<file path="src/logic/hmo_regs.vh">
`ifndef HMO_REGS_VH
`define HMO_REGS_VH
// variable area addresses
`define HMO_ADDR_ALARM_FLAGS 16'h101d
`define HMO_ADDR_OP_LEVEL    16'h1000
`define HMO_ADDR_REG_STATE   16'h1001
`define HMO_ADDR_LOG_COUNT   16'h1002
`define HMO_ADDR_REF_RES     16'h1003
`define HMO_ADDR_CALC_ACT    16'h1004
`define HMO_ADDR_CALC_PEND   16'h1005
`define HMO_ADDR_COMM_SET    16'h1006
`define HMO_ADDR_INIT_SET    16'h1007
// alarm bit positions
`define HMO_AL_WARN   0
`define HMO_AL_CRIT   1
`define HMO_AL_RATE   2
`define HMO_AL_BURN   3
// operation command codes
`define HMO_CMD_SW_RESET   3'h0
`define HMO_CMD_PARAM_INIT 3'h1
`define HMO_CMD_OP_STOP    3'h2
`define HMO_CMD_ALARM_CLR  3'h3
`define HMO_CMD_REG_START  3'h4
`define HMO_CMD_REG_CANCEL 3'h5
`define HMO_CMD_LOG_START  3'h6
`define HMO_CMD_LOG_STOP   3'h7
// operating levels
`define HMO_LVL_OPERATION 3'h0
`define HMO_LVL_ADJ_COM   3'h1
`define HMO_LVL_ADJ_PWR   3'h2
`define HMO_LVL_ADJ_TMP   3'h3
`define HMO_LVL_INIT_SET  3'h4
`define HMO_LVL_COMM1     3'h5
`define HMO_LVL_COMM2     3'h6
// defaults
`define HMO_CALC_CYCLE_DEF 16'h0064
`define HMO_LOG_MULT_DEF   16'h0064
`define HMO_LOG_BASE       16'h000a
`define HMO_INIT_SET_DEF   16'h0000
// timing: key hold 1 s at 100 MHz
`define HMO_KEY_HOLD_MS    1000
`define HMO_CLK_KHZ        100000
`define HMO_KEY_HOLD_CYC   (`HMO_KEY_HOLD_MS * `HMO_CLK_KHZ)
`endif

</file>
<file path="src/logic/hmo_op_commands.v">
// Contract
// - alarm word: warning b0, critical b1, rate b2, burnout b3, rest zero
// - reads answer single address or contiguous range in one response
// - command code in frame selects one of eight operation commands
// - software reset accepted at every level, runs power-up init
// - software reset clears latched alarms and returns to operation level
// - restart-effective parameters keep old operating value until reset
// - parameter init restores defaults except communications settings
// - restored defaults govern operation only after power-on reset
// - stop accepted only at operation or adjustment levels; goes to initial setting
// - initial and communications settings writable only while stopped
// - once stopped, stays stopped until power-on reset
// - level key held one second while stopped forces power-on reset
// - alarms latch and do not clear on their own
// - latch cancel clears alarm only when measurement below threshold
// - registration start flashes indicator; lit once reference registered
// - device detects stabilization and stores resistance as reference
// - registration cancel only while flashing; aborts, indicator unlit
// - log one entry per logging cycle, default 100 x 10 calc cycles
// - calculation cycle defaults to 100 seconds
// - log refresh start and stop commands control logging
// - reads allowed in any state without side effects
`timescale 1ns/1ns
`include "hmo_regs.vh"
module hmo_op_commands #(
    parameter KEY_HOLD_CYC = `HMO_KEY_HOLD_CYC
) (
    input  wire        ref_clk_i,     // device clock
    input  wire        resetn_i,      // sync reset, active low
    input  wire        clk_en_i,      // freezes all state while low
    input  wire        cmd_valid_i,   // operation command strobe
    input  wire [2:0]  cmd_code_i,    // operation command code
    input  wire        rd_valid_i,    // variable read request
    input  wire [15:0] rd_addr_i,     // first address
    input  wire [3:0]  rd_count_i,    // words minus one
    input  wire        wr_valid_i,    // setting write strobe
    input  wire [15:0] wr_addr_i,     // setting address
    input  wire [15:0] wr_data_i,     // setting data
    input  wire        key_level_i,   // level key pin, active high
    input  wire [3:0]  alarm_cond_i,  // alarm above threshold, per bit
    input  wire        stable_i,      // heater stabilized
    input  wire        calc_tick_i,   // one calculation cycle done
    input  wire [15:0] meas_res_i,    // measured resistance
    output reg         rd_valid_o,    // read data word valid
    output reg  [15:0] rd_data_o,     // read data word
    output reg         rd_last_o,     // last word of a range
    output reg         wr_ack_o,      // write accepted
    output reg         cmd_ack_o,     // command accepted
    output reg  [15:0] alarm_flags_o, // latched alarms
    output reg  [2:0]  op_level_o,    // operating level
    output reg         measuring_o,   // measurement running
    output reg         rdy_flash_o,   // registration indicator flashing
    output reg         rdy_lit_o,     // registration indicator lit
    output reg         log_strobe_o,  // one log entry recorded
    output reg  [15:0] log_rate_o,    // logged change rate
    output reg  [15:0] calc_cycle_o   // active calculation cycle, s
);
    reg [3:0]  alarms;
    reg [2:0]  level;
    reg        stopped;
    reg        reg_busy;
    reg        reg_done;
    reg        log_on;
    reg [15:0] ref_res;
    reg [15:0] calc_act;
    reg [15:0] calc_pend;
    reg [15:0] init_set_act;
    reg [15:0] init_set_pend;
    reg [15:0] comm_set;
    reg [15:0] log_mult;
    reg [15:0] base_cnt;
    reg [15:0] mult_cnt;
    reg [31:0] key_cnt;
    reg [2:0]  key_sync;
    reg        key_lvl;
    reg        rd_busy;
    reg [15:0] rd_ptr;
    reg [3:0]  rd_left;
    reg [15:0] next_rd_word;
    reg        por;
    wire       cmd_stop_ok;

    assign cmd_stop_ok = (level == `HMO_LVL_OPERATION) || (level == `HMO_LVL_ADJ_COM)
                         || (level == `HMO_LVL_ADJ_PWR) || (level == `HMO_LVL_ADJ_TMP);

    // read mux: no state changes from reads
    always @* begin
        case (rd_ptr)
            `HMO_ADDR_ALARM_FLAGS: next_rd_word = {12'h000, alarms};
            `HMO_ADDR_OP_LEVEL:    next_rd_word = {13'h0000, level};
            `HMO_ADDR_REG_STATE:   next_rd_word = {14'h0000, reg_done, reg_busy};
            `HMO_ADDR_LOG_COUNT:   next_rd_word = mult_cnt;
            `HMO_ADDR_REF_RES:     next_rd_word = ref_res;
            `HMO_ADDR_CALC_ACT:    next_rd_word = calc_act;
            `HMO_ADDR_CALC_PEND:   next_rd_word = calc_pend;
            `HMO_ADDR_COMM_SET:    next_rd_word = comm_set;
            `HMO_ADDR_INIT_SET:    next_rd_word = init_set_pend;
            default:               next_rd_word = 16'h0000;
        endcase
    end

    // level key synchroniser: change counts when stages 2 and 3 agree
    always @(posedge ref_clk_i) begin
        if (!resetn_i) begin
            key_sync <= 3'h0;
            key_lvl  <= 1'b0;
        end else if (clk_en_i) begin
            key_sync <= {key_sync[1:0], key_level_i};
            if (key_sync[1] == key_sync[2])
                key_lvl <= key_sync[2];
        end
    end

    // key hold counter while stopped
    always @(posedge ref_clk_i) begin
        if (!resetn_i) begin
            key_cnt <= 32'h0;
        end else if (clk_en_i) begin
            // cleared by power-on reset only while enabled, so a low enable freezes it
            if (por)
                key_cnt <= 32'h0;
            else if (stopped && key_lvl && key_cnt < KEY_HOLD_CYC)
                key_cnt <= key_cnt + 32'h1;
            else if (!key_lvl)
                key_cnt <= 32'h0;
        end
    end

    // power-on reset request: software reset command or key hold
    always @(posedge ref_clk_i) begin
        if (!resetn_i) begin
            por <= 1'b0;
        end else if (clk_en_i) begin
            por <= (cmd_valid_i && cmd_code_i == `HMO_CMD_SW_RESET)
                   || (stopped && key_cnt == KEY_HOLD_CYC - 1);
        end
    end

    // non-volatile settings: survive power-on reset
    always @(posedge ref_clk_i) begin
        if (!resetn_i) begin
            calc_pend     <= `HMO_CALC_CYCLE_DEF;
            init_set_pend <= `HMO_INIT_SET_DEF;
            comm_set      <= 16'h0000;
            wr_ack_o      <= 1'b0;
        end else if (clk_en_i) begin
            wr_ack_o <= 1'b0;
            if (cmd_valid_i && cmd_code_i == `HMO_CMD_PARAM_INIT) begin
                calc_pend     <= `HMO_CALC_CYCLE_DEF;
                init_set_pend <= `HMO_INIT_SET_DEF;
            end else if (wr_valid_i) begin
                case (wr_addr_i)
                    `HMO_ADDR_CALC_PEND: begin
                        calc_pend <= wr_data_i;
                        wr_ack_o  <= 1'b1;
                    end
                    `HMO_ADDR_INIT_SET: if (stopped) begin
                        init_set_pend <= wr_data_i;
                        wr_ack_o      <= 1'b1;
                    end
                    `HMO_ADDR_COMM_SET: if (stopped) begin
                        comm_set <= wr_data_i;
                        wr_ack_o <= 1'b1;
                    end
                    default: wr_ack_o <= 1'b0;
                endcase
            end
        end
    end

    // operating state, cleared by reset pin; power-on reset spares ref_res and reg_done
    always @(posedge ref_clk_i) begin
        if (!resetn_i) begin
            alarms       <= 4'h0;
            level        <= `HMO_LVL_OPERATION;
            stopped      <= 1'b0;
            reg_busy     <= 1'b0;
            reg_done     <= 1'b0;
            log_on       <= 1'b0;
            ref_res      <= 16'h0000;
            calc_act     <= `HMO_CALC_CYCLE_DEF;
            init_set_act <= `HMO_INIT_SET_DEF;
            log_mult     <= `HMO_LOG_MULT_DEF;
            base_cnt     <= 16'h0000;
            mult_cnt     <= 16'h0000;
            cmd_ack_o    <= 1'b0;
            log_strobe_o <= 1'b0;
            log_rate_o   <= 16'h0000;
        end else if (clk_en_i) begin
            cmd_ack_o    <= 1'b0;
            log_strobe_o <= 1'b0;
            if (por) begin
                alarms       <= 4'h0;
                level        <= `HMO_LVL_OPERATION;
                stopped      <= 1'b0;
                reg_busy     <= 1'b0;
                log_on       <= 1'b0;
                base_cnt     <= 16'h0000;
                mult_cnt     <= 16'h0000;
                calc_act     <= calc_pend;
                init_set_act <= init_set_pend;
            end else begin
                alarms <= alarms | alarm_cond_i;
                if (cmd_valid_i) begin
                    case (cmd_code_i)
                        `HMO_CMD_SW_RESET: cmd_ack_o <= 1'b1;
                        `HMO_CMD_PARAM_INIT: cmd_ack_o <= 1'b1;
                        `HMO_CMD_OP_STOP: if (cmd_stop_ok) begin
                            level     <= `HMO_LVL_INIT_SET;
                            stopped   <= 1'b1;
                            cmd_ack_o <= 1'b1;
                        end
                        `HMO_CMD_ALARM_CLR: begin
                            alarms    <= alarm_cond_i;
                            cmd_ack_o <= 1'b1;
                        end
                        `HMO_CMD_REG_START: if (!reg_busy) begin
                            reg_busy  <= 1'b1;
                            reg_done  <= 1'b0;
                            cmd_ack_o <= 1'b1;
                        end
                        `HMO_CMD_REG_CANCEL: if (reg_busy) begin
                            reg_busy  <= 1'b0;
                            reg_done  <= 1'b0;
                            cmd_ack_o <= 1'b1;
                        end
                        `HMO_CMD_LOG_START: begin
                            log_on    <= 1'b1;
                            cmd_ack_o <= 1'b1;
                        end
                        `HMO_CMD_LOG_STOP: begin
                            log_on    <= 1'b0;
                            cmd_ack_o <= 1'b1;
                        end
                        default: cmd_ack_o <= 1'b0;
                    endcase
                end else if (reg_busy && stable_i && !stopped) begin
                    ref_res  <= meas_res_i;
                    reg_busy <= 1'b0;
                    reg_done <= 1'b1;
                end
                if (log_on && !stopped && stable_i && calc_tick_i) begin
                    if (base_cnt == `HMO_LOG_BASE - 16'h1) begin
                        base_cnt <= 16'h0000;
                        if (mult_cnt == log_mult - 16'h1) begin
                            mult_cnt     <= 16'h0000;
                            log_strobe_o <= 1'b1;
                            log_rate_o   <= meas_res_i - ref_res;
                        end else begin
                            mult_cnt <= mult_cnt + 16'h1;
                        end
                    end else begin
                        base_cnt <= base_cnt + 16'h1;
                    end
                end
            end
        end
    end

    // register reads, single word or range
    always @(posedge ref_clk_i) begin
        if (!resetn_i) begin
            rd_busy    <= 1'b0;
            rd_ptr     <= 16'h0000;
            rd_left    <= 4'h0;
            rd_valid_o <= 1'b0;
            rd_data_o  <= 16'h0000;
            rd_last_o  <= 1'b0;
        end else if (clk_en_i) begin
            rd_valid_o <= 1'b0;
            rd_last_o  <= 1'b0;
            if (rd_busy) begin
                rd_valid_o <= 1'b1;
                rd_data_o  <= next_rd_word;
                rd_last_o  <= (rd_left == 4'h0);
                rd_ptr     <= rd_ptr + 16'h1;
                rd_left    <= rd_left - 4'h1;
                rd_busy    <= (rd_left != 4'h0);
            end else if (rd_valid_i) begin
                rd_busy <= 1'b1;
                rd_ptr  <= rd_addr_i;
                rd_left <= rd_count_i;
            end
        end
    end

    // mirrored outputs
    always @(posedge ref_clk_i) begin
        if (!resetn_i) begin
            alarm_flags_o <= 16'h0000;
            op_level_o    <= `HMO_LVL_OPERATION;
            measuring_o   <= 1'b0;
            rdy_flash_o   <= 1'b0;
            rdy_lit_o     <= 1'b0;
            calc_cycle_o  <= `HMO_CALC_CYCLE_DEF;
        end else if (clk_en_i) begin
            alarm_flags_o <= {12'h000, alarms};
            op_level_o    <= level;
            measuring_o   <= !stopped;
            rdy_flash_o   <= reg_busy;
            rdy_lit_o     <= reg_done && !reg_busy;
            calc_cycle_o  <= calc_act;
        end
    end
endmodule

</file>
<file path="config.mk">
export PLATFORM = sky130hd
export DESIGN_NAME = hmo_op_commands
export DESIGN_NICKNAME = d
export VERILOG_FILES = /design/src/logic/hmo_op_commands.v
export VERILOG_INCLUDE_DIRS = /design/src /design/src/logic
export SDC_FILE = /design/constraint.sdc
export NUM_CORES = 1
export LEC_CHECK = 0
export ABC_CLOCK_PERIOD_IN_PS = 3900
export BUFFER_PORTS_ARGS = -buffer_cell sky130_fd_sc_hd__buf_2
export CAP_MARGIN = 20
export CORE_MARGIN = 10
export CORE_UTILIZATION = 45
export DETAILED_ROUTE_END_ITERATION = 10
export GPL_ROUTABILITY_DRIVEN = 1
export PLACE_DENSITY = 0.66
export SYNTH_ARGS = -nofsm -noshare
export SYNTH_HDL_FRONTEND = slang
export SYNTH_SLANG_ARGS = --single-unit
</file>
<file path="constraint.sdc">
create_clock -name ref_clk_i -period 3.9 [get_ports ref_clk_i]
set_clock_uncertainty 0.05 [all_clocks]
set_input_delay 0.585 -clock ref_clk_i [delete_from_list [all_inputs] [get_ports ref_clk_i]]
set_output_delay 0.585 -clock ref_clk_i [all_outputs]
set_load 0.005 [all_outputs]
</file>
==> summary.txt <==
Run status
  • Status: finished clean

Worst setup path
  • Crit-path max FO: 20
  • Worst path slowest cell: ha_1
  • CP most frequent cell: a221oi_1
  • Reg2Reg Setup Slack: 1160 ps
  • Cell breakdown of the critical path: inv_1 > ha_1 > a22o_1 > a221oi_1 > o21ai_0 > a221oi_1 > nor2_1
  • Worst Setup End Kind: register
  • Data required, critical path: 4260 ps
  • WP buf/inv: 1
  • R2R cell count: 7
  • CP Class: register to register
  • FF-to-FF Start: rd_ptr[0]
  • Arr. time, crit path: 3100 ps
  • CP top delay family: compound AO/OA/AOI/OAI gates
  • Startpoint Class: register
  • Critical R2R Capture: rd_data_o[8]
  • Worst path max stage delay: 540 ps

Place
  • Post-DP Area: 12400 µm²
  • HPWL Detailed: 24600 µm
  • Final GP Congestion: 0.867
  • Dpl ws: 935 ps
  • Placed Cells: 1795
  • Number of port buffers: 144

Synthesis
  • Post-synthesis simple-gate area fraction: 21.9%
  • Sequential area share after synthesis: 41.4%
  • Number of synthesized flops with an enable pin: 0
  • Warnings from Yosys: 0
  • Synthesized flop and latch total: 239
  • Syn avg cell area: 8.35 µm²
  • Synth Instances: 1385
  • Prevailing post-synth register cell: dfxtp_1
  • Netlist area before placement: 11600 µm²
  • Largest family of logic cells by synthesized area: simple AND/OR/NAND/NOR gates
  • Netlist cell types: 82
  • Post-synth ARST share: 0%
  • Synth Area in XOR/XNOR: 3.33%
  • Mux cell area share after synthesis: 4.34%
  • Post-Synth Adder-Cell Area: 2.99%
  • Area fraction in compound gates after synthesis: 20.7%

Clocking
  • Setup Fix Bufs, Post-CTS: 0
  • Post-CTS Hold Buffers: 0
  • H-tree Lvls: 1
  • # resized after CTS: 0
  • CTS clk-pin slew, worst paths: 60 ps
  • Clock buffer depth: 3
  • Total clock sinks: 239
  • Num CTS Buffers: 28
  • Worst-skew pair later-pin latency: 550 ps
  • CTS tree: yes
  • Root Buffer: clkbuf_16

Drt
  • DRC: 0
  • Detailed-route via count: 10700
  • Routed len/inst: 18.6 µm
  • 1st-pass router iterations: 8
  • Post-DRT Antenna Nets: 0
  • Detailed Route WL: 34400 µm
  • Vias per cell: 5.80
  • Drt initial violations: 814

Timing
  • Setup_tns: 0 ps
  • Count of final hold-check violations: 0
  • Slew at the pin with the worst max-slew slack: 1120 ps
  • Slew headroom: 25.5%
  • Fmax: 365 MHz
  • Final setup fails: 0
  • Final Slew Violations: 0
  • Clock period minus worst slack: 2740 ps
  • Unrepaired setup endpoints after global routing: no
  • Final worst path period share: 70.2%
  • Worst setup margin: 1160 ps

Min path
  • Hold worst-path end: calc_pend[6]
  • WHS Path Cells: 3
  • Worst min-delay path startpoint: wr_data_i[6]
  • Hold WC Path Type: input port to register

Finish
  • Final instance area: 13400 µm²
  • Most common cell after layout, fill and taps aside: dfxtp_1
  • Fill cells: 2417
  • Non-Filler Instances: 1849
  • Layout cell share with drive strength beyond 1: 15.7%
  • P&R area growth vs syn: 15.9%
  • Most frequent cells in the layout: dfxtp_1 (239), nor2_1 (176), nand2_1 (165)
  • Largest Register: key_cnt
  • Final #Nets: 1607
  • Max reg flops: 32

Power and ir drop
  • Power Internal: 4.20 mW
  • Peak VDD IR: 0.292 mV
  • Cell Pwr Density: 416 nW/µm²
  • Flop pwr share: 45.2%
  • Leakage: 5.07 nW
  • Switch Pwr: 1.37 mW
  • Clock power share: 47.2%
  • Comb pwr share: 7.6%
  • Switching Share: 24.6%

Flow run
  • Max_cap viols: 0

Global route
  • Gr usage total: 20.0%
  • Largest net degree at the start of global routing: 47
  • GR Overflow Total: 0
  • Vias in the first global route: 10200
  • Initial antenna violation count: 1
  • First-pass GRT wire length: 55000 µm

Floorplanning
  • Initial Utilization: 45.8%
  • Ports: 159
  • Die height: 180 µm
  • Core Footprint: 25300 µm²
  • Die width: 180 µm
  • Die Area: 32500 µm²
  • # rows: 58
worst reg2reg max path: stages (launching register included):
cell	delay, ps
dfxtp_1	460
inv_1	120
ha_1	540
a22o_1	370
a221oi_1	400
o21ai_0	190
a221oi_1	370
nor2_1	90
per-layer routing:
layer | part of all wire (%) | vias to the layer above | track usage [%] | routed length (µm)
met5 | 0 | - | 0 | 0
met4 | 2.0 | 0 | 4.63 | 689
met3 | 7.8 | 49 | 4.08 | 2670
met2 | 45 | 395 | 32.1 | 15400
li1 | - | 5181 | - | -
met1 | 45 | 5093 | 27.0 | 15700
metrics by stage:
stage               hold slack, ps  util (%)  power [mW]
floorplan                      381         -        2.84
global placement               385      49.3        2.98
detailed placement             391      49.3        2.99
CTS                            243      53.0        5.61
global route                   262      53.0        5.76
finish                         260      53.0        5.58
final cells by class:
cell class | count | area (µm²) | area share (%)
antenna | 1 | 2.50 | 0.0187
clock buffer | 40 | 806 | 6.01
clock inverter | 12 | 130 | 0.971
inverter | 37 | 141 | 1.06
multi-input combinational | 1022 | 6210 | 46.4
sequential | 239 | 4780 | 35.7
tap | 330 | 413 | 3.08
timing repair buffer | 168 | 905 | 6.75
worst max-delay path by stage:
stage / slack (ps) / depth (start not counted) / to / startpoint
after floorplan: 1500 / 8 / comm_set[10] / wr_addr_i[4]
after global placement: 1020 / 8 / comm_set[9] / wr_addr_i[8]
after detailed placement: 930 / 8 / comm_set[6] / wr_addr_i[4]
after CTS: 1210 / 7 / rd_data_o[8] / rd_ptr[0]
after global routing: 970 / 7 / key_cnt[16] / key_cnt[23]
final: 1160 / 7 / rd_data_o[8] / rd_ptr[0]
synthesized netlist by cell type (21+ instances only):
cell type / instances / share of area (%)
nand3_1: 46 / 2.0
nor2_1: 177 / 5.7
nor3_1: 21 / 0.91
o21ai_0: 58 / 2.5
a22oi_1: 46 / 3.0
dfxtp_1: 239 / 41
inv_1: 36 / 1.2
ha_1: 26 / 2.8
a221oi_1: 30 / 2.3
xor2_1: 31 / 2.3
nand2_1: 165 / 5.4
mux2i_1: 49 / 4.2
clkbuf_1: 62 / 2.0
a21oi_1: 94 / 4.1
kinds of logic (layout without fill, tap and decap cells):
family / after synthesis / after routing
simple gates: 532 / 532
compound gates: 355 / 355
flops: 239 / 239
buf+inv: 137 / 257
mux: 50 / 50
xor+xnor: 44 / 44
fa+ha+maj: 27 / 27
other cells: 1 / 15
power by group through the flow:
stage               combinational (mW)  clock [mW]  sequential, mW
floorplan                        0.282           0            2.55
global placement                 0.413           0            2.57
detailed placement               0.417           0            2.57
CTS                              0.419        2.68            2.52
global route                     0.465        2.77            2.53
finish                           0.422        2.63            2.52
Power figures use the tool's default switching activity.
